$ cat src/swch_defines.vh
// constants for the store write clock and handshake block
`ifndef SWCH_DEFINES_VH
`define SWCH_DEFINES_VH
`define SWCH_CLK_PERIOD_PS   25000
`define SWCH_SYNC_UNC_PS     250000
`define SWCH_SYNC_MAX_CYC    ((`SWCH_SYNC_UNC_PS) / (`SWCH_CLK_PERIOD_PS))
`define SWCH_SWEEP_SAMPLES   4000
`define SWCH_ADDR_W          12
`define SWCH_DIV_W           16
`define SWCH_DIV_RST         16'h0013
`define SWCH_ADDR_CTRL       12'h000
`define SWCH_ADDR_DIV        12'h004
`define SWCH_ADDR_STAT       12'h008
`define SWCH_ADDR_WPTR       12'h00C
`define SWCH_CTRL_RUN        0
`define SWCH_CTRL_DUAL       1
`define SWCH_CTRL_HOLD       2
`define SWCH_CTRL_SEG_LO     4
`define SWCH_CTRL_SEG_HI     6
`define SWCH_STAT_SWEEP      0
`define SWCH_STAT_EXTSEL     1
`define SWCH_STAT_READY      2
`define SWCH_STAT_TRACE      3
`endif

$ cat src/swch_edge_sync.v
// two-stage synchroniser with falling edge detector
`timescale 1ns/1ps
module swch_edge_sync (
  pclk,
  presetn,
  async_in,
  sync_out,
  fall_pulse
);
  input  wire pclk;       // system clock
  input  wire presetn;    // async reset, active low
  input  wire async_in;   // pin from outside the domain
  output wire sync_out;   // synchronised level
  output wire fall_pulse; // one cycle per falling edge

  reg meta_ff;  // first stage, read only by sync_ff
  reg sync_ff;  // second stage
  reg prev_ff;  // delayed copy for edge detection

  // pins idle high, so reset to high to avoid a false edge
  always @(posedge pclk or negedge presetn) begin
    if (!presetn) begin
      meta_ff <= 1'b1;
      sync_ff <= 1'b1;
      prev_ff <= 1'b1;
    end else begin
      meta_ff <= async_in;
      sync_ff <= meta_ff;
      prev_ff <= sync_ff;
    end
  end

  assign sync_out   = sync_ff;
  assign fall_pulse = prev_ff & ~sync_ff;
endmodule // swch_edge_sync

$ cat src/swch_top.v
// store write clock selection, external clock handshake and write counter
`timescale 1ns/1ps
`include "swch_defines.vh"
module swch_top #(
  parameter SAMPLES = `SWCH_SWEEP_SAMPLES,
  parameter AW      = `SWCH_ADDR_W
) (
  pclk,
  presetn,
  psel,
  penable,
  pwrite,
  paddr,
  pwdata,
  prdata,
  pready,
  pslverr,
  ext_clk_in,
  ext_sel_n_in,
  gate_n_out,
  clk_out,
  ready_out,
  wr_strobe,
  wr_addr,
  wr_trace,
  seg_sel
);
  input  wire          pclk;         // 40 MHz system clock
  input  wire          presetn;      // async reset, active low
  input  wire          psel;         // apb select
  input  wire          penable;      // apb enable
  input  wire          pwrite;       // apb direction
  input  wire [11:0]   paddr;        // apb byte address
  input  wire [31:0]   pwdata;       // apb write data
  output reg  [31:0]   prdata;       // apb read data
  output wire          pready;       // apb ready, always one wait-free
  output wire          pslverr;      // apb error on unmapped address
  input  wire          ext_clk_in;   // external sample clock pin
  input  wire          ext_sel_n_in; // low selects external clock
  output wire          gate_n_out;   // low during write sweep
  output wire          clk_out;      // sample clock out
  output wire          ready_out;    // handshake ready to external source
  output reg           wr_strobe;    // one-cycle store write strobe
  output reg  [AW-1:0] wr_addr;      // store write address
  output reg           wr_trace;     // trace of current sample
  output wire [2:0]    seg_sel;      // display segment, read side only

  // control and state registers
  reg                  run_ff;     // enables sweeps
  reg                  dual_ff;    // dual channel / alternate locked
  reg                  hold_ff;    // display hold
  reg [2:0]            seg_ff;     // segment select
  reg [`SWCH_DIV_W-1:0] div_ff;    // internal rate divider reload
  reg [`SWCH_DIV_W-1:0] cnt_ff;    // internal divider counter
  reg                  clk_tog_ff; // toggling clock output
  reg                  ready_ff;   // handshake ready
  reg [1:0]            state_ff;   // sweep state
  reg [AW-1:0]         ptr_ff;     // write counter
  reg                  sel_ext_ff; // synchronised select

  localparam [1:0] ST_IDLE  = 2'b00; // no sweep running
  localparam [1:0] ST_SWEEP = 2'b01; // writing into the store

  wire ext_sync;  // synchronised external clock level
  wire ext_fall;  // external falling edge pulse
  wire sel_sync;  // synchronised select level
  wire int_tick;  // internal sample enable
  wire sample;    // chosen sample enable
  wire do_write;  // accepted sample

  // external clock pin through two flops then edge detect
  swch_edge_sync u_ext (
    .pclk       (pclk),
    .presetn    (presetn),
    .async_in   (ext_clk_in),
    .sync_out   (ext_sync),
    .fall_pulse (ext_fall)
  );

  // select pin through two flops; the edge output is unused
  swch_edge_sync u_sel (
    .pclk       (pclk),
    .presetn    (presetn),
    .async_in   (ext_sel_n_in),
    .sync_out   (sel_sync),
    .fall_pulse ()
  );

  // apb: single-cycle access, no wait states
  wire wr_en = psel & penable & pwrite;
  wire rd_hit = (paddr == `SWCH_ADDR_CTRL) | (paddr == `SWCH_ADDR_DIV) |
                (paddr == `SWCH_ADDR_STAT) | (paddr == `SWCH_ADDR_WPTR);
  assign pready  = 1'b1;
  assign pslverr = psel & penable & ~rd_hit;

  // register writes
  always @(posedge pclk or negedge presetn) begin
    if (!presetn) begin
      run_ff  <= 1'b0;
      dual_ff <= 1'b0;
      hold_ff <= 1'b0;
      seg_ff  <= 3'h0;
      div_ff  <= `SWCH_DIV_RST;
    end else if (wr_en) begin
      case (paddr)
        `SWCH_ADDR_CTRL: begin
          run_ff  <= pwdata[`SWCH_CTRL_RUN];
          dual_ff <= pwdata[`SWCH_CTRL_DUAL];
          hold_ff <= pwdata[`SWCH_CTRL_HOLD];
          seg_ff  <= pwdata[`SWCH_CTRL_SEG_HI:`SWCH_CTRL_SEG_LO];
        end
        `SWCH_ADDR_DIV: begin
          div_ff <= pwdata[`SWCH_DIV_W-1:0];
        end
        default: begin
          run_ff <= run_ff;                      // read-only or unmapped: no effect
        end
      endcase
    end
  end

  // read mux; data registered so it changes only on access
  always @(posedge pclk or negedge presetn) begin
    if (!presetn) begin
      prdata <= 32'h00000000;
    end else if (psel & ~penable & ~pwrite) begin
      case (paddr)
        `SWCH_ADDR_CTRL: prdata <= {25'h0, seg_ff, 1'b0, hold_ff, dual_ff, run_ff};
        `SWCH_ADDR_DIV:  prdata <= {16'h0, div_ff};
        `SWCH_ADDR_STAT: prdata <= {28'h0, wr_trace, ready_ff, sel_ext_ff,
                                    state_ff == ST_SWEEP};
        `SWCH_ADDR_WPTR: prdata <= {{(32-AW){1'b0}}, ptr_ff};
        default:         prdata <= 32'h00000000;
      endcase
    end
  end

  // segment select only feeds the read side
  assign seg_sel = seg_ff;

  // internal sample divider, one-cycle enable; independent of seg_ff
  always @(posedge pclk or negedge presetn) begin
    if (!presetn) begin
      cnt_ff     <= {`SWCH_DIV_W{1'b0}};
      clk_tog_ff <= 1'b0;
      sel_ext_ff <= 1'b0;
    end else begin
      sel_ext_ff <= ~sel_sync;
      if (cnt_ff == {`SWCH_DIV_W{1'b0}}) begin
        cnt_ff <= div_ff;
      end else begin
        cnt_ff <= cnt_ff - 1'b1;
      end
      if (sample) begin
        clk_tog_ff <= ~clk_tog_ff;
      end
    end
  end
  assign int_tick = (cnt_ff == {`SWCH_DIV_W{1'b0}});
  // external selected: only external edges sample, else internal ticks
  assign sample = sel_ext_ff ? ext_fall : int_tick;
  assign clk_out = clk_tog_ff;

  // handshake: ready low on edge, high again once the synchronised pin is high
  always @(posedge pclk or negedge presetn) begin
    if (!presetn) begin
      ready_ff <= 1'b1;
    end else if (sel_ext_ff & ext_fall) begin
      ready_ff <= 1'b0;
    end else if (~ready_ff & ext_sync) begin
      ready_ff <= 1'b1;
    end
  end
  assign ready_out = ready_ff;

  // sweep state and write counter; hold freezes position
  assign do_write = sample & run_ff & ~hold_ff;
  always @(posedge pclk or negedge presetn) begin
    if (!presetn) begin
      state_ff  <= ST_IDLE;
      ptr_ff    <= {AW{1'b0}};
      wr_strobe <= 1'b0;
      wr_addr   <= {AW{1'b0}};
      wr_trace  <= 1'b0;
    end else begin
      // strobe only with a counter step, so a sample in the idle cycle is dropped
      wr_strobe <= 1'b0;
      case (state_ff)
        ST_IDLE: begin
          if (run_ff & ~hold_ff) begin
            state_ff <= ST_SWEEP;                // resumes at ptr_ff
          end
        end
        ST_SWEEP: begin
          if (~run_ff | hold_ff) begin
            state_ff <= ST_IDLE;
          end else if (do_write) begin
            wr_strobe <= 1'b1;
            wr_addr  <= ptr_ff;
            // dual: alternate slots between traces
            wr_trace <= dual_ff & ptr_ff[0];
            if (ptr_ff == SAMPLES[AW-1:0] - 1'b1) begin
              ptr_ff <= {AW{1'b0}};
            end else begin
              ptr_ff <= ptr_ff + 1'b1;
            end
          end
        end
        default: begin
          state_ff <= ST_IDLE;
        end
      endcase
    end
  end
  assign gate_n_out = ~(state_ff == ST_SWEEP);
endmodule // swch_top

$ cat config.mk
export PLATFORM = sky130hd
export DESIGN_NAME = swch_top
export DESIGN_NICKNAME = d
export VERILOG_FILES = /design/src/swch_edge_sync.v /design/src/swch_top.v
export VERILOG_INCLUDE_DIRS = /design/src
export SDC_FILE = /design/constraint.sdc
export NUM_CORES = 1
export LEC_CHECK = 0
export ABC_AREA = 1
export BUFFER_PORTS_ARGS = -buffer_cell sky130_fd_sc_hd__buf_2
export CAP_MARGIN = 30
export CORE_MARGIN = 4
export CORE_UTILIZATION = 25
export DETAILED_ROUTE_END_ITERATION = 10
export SYNTH_ARGS = -nofsm -noshare
export SYNTH_HDL_FRONTEND = slang
export SYNTH_SLANG_ARGS = --single-unit
$ cat constraint.sdc
create_clock -name pclk -period 5.6 [get_ports pclk]
set_input_delay 0.84 -clock pclk [delete_from_list [all_inputs] [get_ports pclk]]
set_output_delay 0.84 -clock pclk [all_outputs]
set_load 0.01 [all_outputs]
==> impl_metrics.json, run 1 <==
{
  "vdd_drop_max_mv": 0.141,
  "setup_slack_ns": 2.85,
  "routed.top_layer": "met5",
  "root_buffer": "clkbuf_16",
  "dr.pass1.iters": 6,
  "cts_tree": "built",
  "core-area_mm2": 0.0181,
  "utilization": 0.299,
  "place_congestion": 0.797,
  "die_w_um": 145,
  "fmax_mhz": 364,
  "hold_class": "in2async",
  "num_rows": 49,
  "outcome": "finished clean",
  "grt_pass1_wl_mm": 18.9,
  "wl_met1_mm": 5.59,
  "dr_total_vias": 3795,
  "synth.most_common_cell": "nand2_1",
  "min_period_over_period": 0.490,
  "async_flop_share": 1.00,
  "setup_tns_ns": 0,
  "drive_gt1_frac": 0.189,
  "port-buffer-count": 71,
  "finalNetCount": 689,
  "synthFlopType": "dfrtp_1",
  "maxCapViolCount": 0,
  "dp_hpwl_mm": 8.69,
  "clock_sinks": 89,
  "syn_area_mm2": 0.00466,
  "min_period_ns": 2.75,
  "clk_pin_slew_ns": 0.07,
  "ys_seq_area_frac": 0.480,
  "timing.rr.start": "hold_ff$_DFFE_PN0P_",
  "dieArea_mm2": 0.0209,
  "cp_slowest_cell": "ha_1",
  "ys_types": 35,
  "critical-path-top-delay-family": "simple AND/OR/NAND/NOR gates",
  "antenna_left": 0,
  "grt_max_degree": 50,
  "drc": 0,
  "rsz0062_at_grt": "false",
  "cts_buffer_depth": 2,
  "final_hold_viol_count": 0,
  "crit_path_max_fanout": 26,
  "crit_start": "hold_ff$_DFFE_PN0P_",
  "end_kind": "flop",
  "wl_met3_um": 590,
  "synth_edf_count": 0,
  "viasPerCell": 4.37,
  "worstSkewPairLatency_ns": 0.34,
  "die_h_um": 145,
  "dr_wl_met2_mm": 5.35,
  "io_pins": 105,
  "synthTopCellsByCount": "nand2_1, dfrtp_1, inv_1",
  "power_leakage_nw": 2.77,
  "htree_num_levels": 3,
  "worst-path-buf-inv": 0,
  "grt_pass1_vias": 3583,
  "n_fill_cell": 1999,
  "holdWs_ns": 0.312,
  "synth_seq_cells": 89,
  "hold_buffers": 0,
  "path_cells": "nor2_2, ha_1, nand3_4, nand2_1, nand2_1",
  "power_density_mw_per_mm2": 252,
  "finClkSkew_ns": 0.00957,
  "postCtsSetupBuffers": 0,
  "syn2layout_area_growth_pct": 16.5,
  "tightest_slew_ns": 0.963,
  "routedWlPerCell_um": 13.5,
  "timing.critical_path.mode_cell": "nand2_1",
  "antenna_found_initial": 1,
  "avgSynthCellArea_um2": 8.12,
  "finalPower_mw": 1.37,
  "dp.cells": 852,
  "finalMaxSlewViolations": 0,
  "worstSetupPathType": "reg2reg",
  "grt_overflow": 0,
  "worstPathArrival_ns": 2.97,
  "seq_area_mm2": 0.00224,
  "netlist_top_cells_area": "dfrtp_1, nand2_1, dfstp_2",
  "synth_warnings": 0,
  "required_ns": 5.82,
  "fin_cells": 868,
  "synth_top_area_share": 0.429,
  "design_area_mm2": 0.00543,
  "initial_core_util": 0.257,
  "syn_inst": 574,
  "max_slew_margin": 0.358,
  "diodes": 0,
  "cts_buffers": 9,
  "multiInputGateArea_mm2": 0.00202,
  "dp_slack_ns": 2.85,
  "cp_slowest_stage_delay_ns": 0.93,
  "start_kind": "flop",
  "synth_top_cell_by_area": "dfrtp_1",
  "drtIter0Drc": 199,
  "place_area_mm2": 0.00514,
  "grt.total_usage": 0.114,
  "post_cts_resize_count": 0,
  "setup_viol": 0,
  "wirelength_mm": 11.7
}
per-layer routing:
metal / vias to the layer above / track usage
li1: 1921 / -
met5: - / 0
met2: 95 / 0.177
met1: 1766 / 0.161
met3: 11 / 0.0241
met4: 2 / 0.0324
registers in the layout, summed over array words and instances (netlist names):
name / cells
run_ff: 1
wr_strobe: 1
prdata: 16
clk_out: 1
wr_addr: 12
state_ff: 1
cnt_ff: 16
sel_ext_ff: 1
u_sel.sync_out: 1
u_sel.meta_ff: 1
seg_sel: 3
u_ext.prev_ff: 1
u_ext.meta_ff: 1
u_ext.sync_out: 1
hold_ff: 1
ready_out: 1
wr_trace: 1
div_ff: 16
ptr_ff: 12
dual_ff: 1
cells by family (layout without fill, tap and decap cells):
kind of cell,after synthesis,after routing,share of synthesized area
flops,89,89,0.480
xor+xnor,20,20,0.0376
simple gates,302,302,0.296
fa+ha+maj,4,4,0.0107
compound gates,64,64,0.0743
buf+inv,93,143,0.0993
other cells,2,17,0.00161
worst register-to-register path: cells and delay by family (launching register included):
kind          cells  cell delay (ns)
fa+ha+maj         1             0.94
flops             1             0.38
simple gates      4             1.31
report_power, final:
part | internal (mW) | switching (mW) | total, mW | leakage [nW]
combinational | 0.0325 | 0.0570 | 0.0895 | 1.54
sequential | 0.660 | 0.0140 | 0.674 | 1.09
clock | 0.348 | 0.257 | 0.604 | 0.147
total | 1.04 | 0.328 | 1.37 | 2.77
worst paths after layout:
path	end	slack, ns	cells after the start
worst min register to register	u_ext.sync_out$_DFF_PN1_	0.36	0
worst max-delay path	ptr_ff[1]$_DFFE_PN0P_	2.85	5
min in group pclk	u_ext.sync_out$_DFF_PN1_	0.36	0
worst max register to register	ptr_ff[1]$_DFFE_PN0P_	2.85	5
worst min-delay path	prdata[14]$_DFFE_PN0P_	0.31	1
max in group asynchronous	div_ff[4]$_DFFE_PN1P_	4.32	3
cell usage in the layout, fill, tap and decap left out, types with 2 or more instances in the layout:
cell type	count
nand3_4	2
xor2_1	12
nand2_4	2
inv_1	50
nand4_1	19
nor2_2	5
nand2_1	179
o21ai_0	34
nand3_1	36
dfrtp_1	80
clkbuf_16	9
buf_2	70
nand2_2	2
clkinv_2	2
nor3_4	2
ha_1	4
o31ai_1	4
clkinv_4	2
o22ai_1	2
nor2_1	43
inv_2	3
o21ai_1	15
buf_4	2
nor2_4	6
xnor2_1	8
conb_1	17
dfstp_2	9
a31oi_1	2
nor3_1	4
a21oi_1	4
cell type report:
| cell class | count | share of cell area |
|---|---|---|
| clock buffer | 10 | 0.0421 |
| clock inverter | 6 | 0.0122 |
| inverter | 54 | 0.0373 |
| multi-input combinational | 407 | 0.371 |
| sequential | 89 | 0.412 |
| tap | 229 | 0.0527 |
| timing repair buffer | 73 | 0.0723 |
(Power assumes the default switching activity.)
==> run 2: changes to the inputs <==
Settings changed: ABC_AREA 1 to 0.
Clock period 5.6 ns to 2.4 ns, I/O delays scaled along.
==> impl_metrics.json, run 2 <==
{
  "fmax_mhz": 414,
  "dp_hpwl_mm": 7.74,
  "netlist_top_cells_area": "dfrtp_1, nand2_1, dfstp_2",
  "io_pins": 105,
  "drc": 0,
  "dp.cells": 690,
  "synth_edf_count": 0,
  "initial_core_util": 0.255,
  "ys_seq_area_frac": 0.531,
  "grt_overflow": 0,
  "worstSkewPairLatency_ns": 0.34,
  "diodes": 0,
  "design_area_mm2": 0.00531,
  "drtIter0Drc": 169,
  "start_kind": "flop",
  "hold_buffers": 0,
  "n_fill_cell": 1677,
  "endpoint": "ptr_ff[10]$_DFFE_PN0P_",
  "grt_max_degree": 56,
  "cts_buffer_depth": 2,
  "port-buffer-count": 71,
  "reg2reg_depth": 7,
  "multiInputGateArea_mm2": 0.00187,
  "fin_cells": 710,
  "antenna_left": 0,
  "synth_top_cell_by_area": "dfrtp_1",
  "setup_tns_ns": -0.0177,
  "viasPerCell": 4.47,
  "power_leakage_nw": 2.55,
  "min_period_over_period": 1.01,
  "root_buffer": "clkbuf_16",
  "final_common_cell": "nand2_1",
  "final_cell_mix": "nand2_1, dfrtp_1, buf_2, o21ai_0, buf_4",
  "place_congestion": 0.831,
  "finClkSkew_ns": 0.00755,
  "clkPwrFrac": 0.367,
  "num_rows": 47,
  "async_flop_share": 1.00,
  "p_comb_frac": 0.173,
  "core-area_mm2": 0.0165,
  "reg2reg_to": "ptr_ff[10]$_DFFE_PN0P_",
  "violations": "negative setup slack",
  "outcome": "complete, but fails checks",
  "cts_buffers": 9,
  "routedWlPerCell_um": 14.7,
  "final_hold_viol_count": 0,
  "vdd_drop_max_mv": 0.345,
  "worstPathArrival_ns": 2.63,
  "reg_top3": "cnt_ff x16, div_ff x16, prdata x16",
  "ys_types": 47,
  "finalPower_mw": 3.93,
  "end_kind": "flop",
  "avgSynthCellArea_um2": 10.7,
  "finalMaxSlewViolations": 0,
  "die_h_um": 138,
  "power.switching_mw": 1.07,
  "tightest_slew_ns": 0.732,
  "r2r_slack_ns": -0.02,
  "clock_sinks": 89,
  "die_w_um": 138,
  "syn_inst": 393,
  "seq_area_mm2": 0.00224,
  "rsz0062_at_grt": "true",
  "sw_frac_of_total": 0.273,
  "synth_seq_cells": 89,
  "pwr-share-seq": 0.460,
  "syn2layout_area_growth_pct": 26.1,
  "worstSetupPathType": "reg2reg",
  "finalNetCount": 540,
  "place_area_mm2": 0.00490,
  "synth.most_common_cell": "nand2_1",
  "dr.pass1.iters": 5,
  "synth_warnings": 0,
  "crit_path_max_fanout": 5,
  "grt.total_usage": 0.114,
  "crit_start": "cnt_ff[1]$_DFF_PN0_",
  "grt_pass1_wl_mm": 16.7,
  "hold_class": "in2async",
  "p_int_mw": 2.86,
  "htree_num_levels": 3,
  "grt_pass1_vias": 3189,
  "setup_viol": 1,
  "max_slew_margin": 0.512,
  "syn_area_mm2": 0.00421,
  "min_period_ns": 2.42,
  "dr_total_vias": 3175,
  "power_density_mw_per_mm2": 740,
  "setup_slack_ns": -0.0177,
  "synthFlopType": "dfrtp_1",
  "wirelength_mm": 10.4,
  "timing.rr.start": "cnt_ff[1]$_DFF_PN0_",
  "synthTopCellsByCount": "nand2_1, dfrtp_1, o21ai_0",
  "antenna_found_initial": 0,
  "cts_tree": "built",
  "synth_top_area_share": 0.475,
  "dieArea_mm2": 0.0190,
  "maxCapViolCount": 0,
  "drive_gt1_frac": 0.349,
  "clk_pin_slew_ns": 0.06,
  "utilization": 0.321,
  "dp_slack_ns": -0.0786,
  "holdWs_ns": 0.0731,
  "required_ns": 2.61
}
## run 2: layer usage
metal | routed length (um) | track usage | share of wire
met5 | 0 | 0 | 0
met3 | 695 | 0.0391 | 0.067
met4 | 162 | 0.0335 | 0.016
met2 | 4710 | 0.169 | 0.45
met1 | 4870 | 0.156 | 0.47
## run 2: timing repair
action / CTS / global route
gates cloned: 0 / 1
buffers inserted: 0 / 3
pin swaps: 2 / 6
endpoints found under the setup margin: 17 / 15
gates resized for setup: 1 / 15
## run 2: layout make-up
| class | instances | share of cell area |
|---|---|---|
| timing repair buffer | 98 | 0.111 |
| tap | 220 | 0.0518 |
| inverter | 7 | 0.00495 |
| sequential | 89 | 0.421 |
| clock buffer | 12 | 0.0483 |
| clock inverter | 4 | 0.00966 |
| multi-input combinational | 280 | 0.353 |
## run 2: how the worst min path moves through the flow
stage                             from                        to  slack, ns  cells after the start
2_1_floorplan                  presetn       clk_out$_DFFE_PN0P_       0.06                      0
3_3_place_gp   u_ext.meta_ff$_DFF_PN1_  u_ext.sync_out$_DFF_PN1_       0.35                      0
3_5_place_dp   u_sel.meta_ff$_DFF_PN1_  u_sel.sync_out$_DFF_PN1_       0.35                      0
4_1_cts                        presetn       clk_out$_DFFE_PN0P_       0.10                      1
5_1_grt                     ext_clk_in   u_ext.meta_ff$_DFF_PN1_       0.10                      1
6_report                       presetn       clk_out$_DFFE_PN0P_       0.07                      1
## run 2: kinds of logic (layout without fill, tap and decap cells)
kind of cell | count (synthesis) | after routing | synth area share
other | 2 | 17 | 0.00178
adders and majority gates | 4 | 4 | 0.0119
AOI/OAI and AO/OA | 54 | 54 | 0.0811
DFF | 89 | 89 | 0.531
and+or+nand+nor | 153 | 153 | 0.176
muxes | 38 | 38 | 0.116
buffers and inverters | 39 | 121 | 0.0532
xor gates and xnor gates | 14 | 14 | 0.0291
## run 2: power by group through the flow
| stage | combinational [mW] | clock, mW | sequential [mW] |
|---|---|---|---|
| after floorplan | 0.416 | 0 | 1.82 |
| after global placement | 0.644 | 0 | 1.82 |
| after detailed placement | 0.664 | 0 | 1.83 |
| after CTS | 0.670 | 1.48 | 1.81 |
| after global routing | 0.764 | 1.53 | 1.84 |
| final | 0.680 | 1.44 | 1.81 |
## run 2: worst max-delay path, cell delays in order, from the launching register on
cell      delay, ns
dfrtp_1        0.39
inv_2          0.08
ha_1           0.14
or4b_4         0.47
nor4_4         0.43
o211ai_4       0.19
o41ai_1        0.45
o31ai_1        0.13
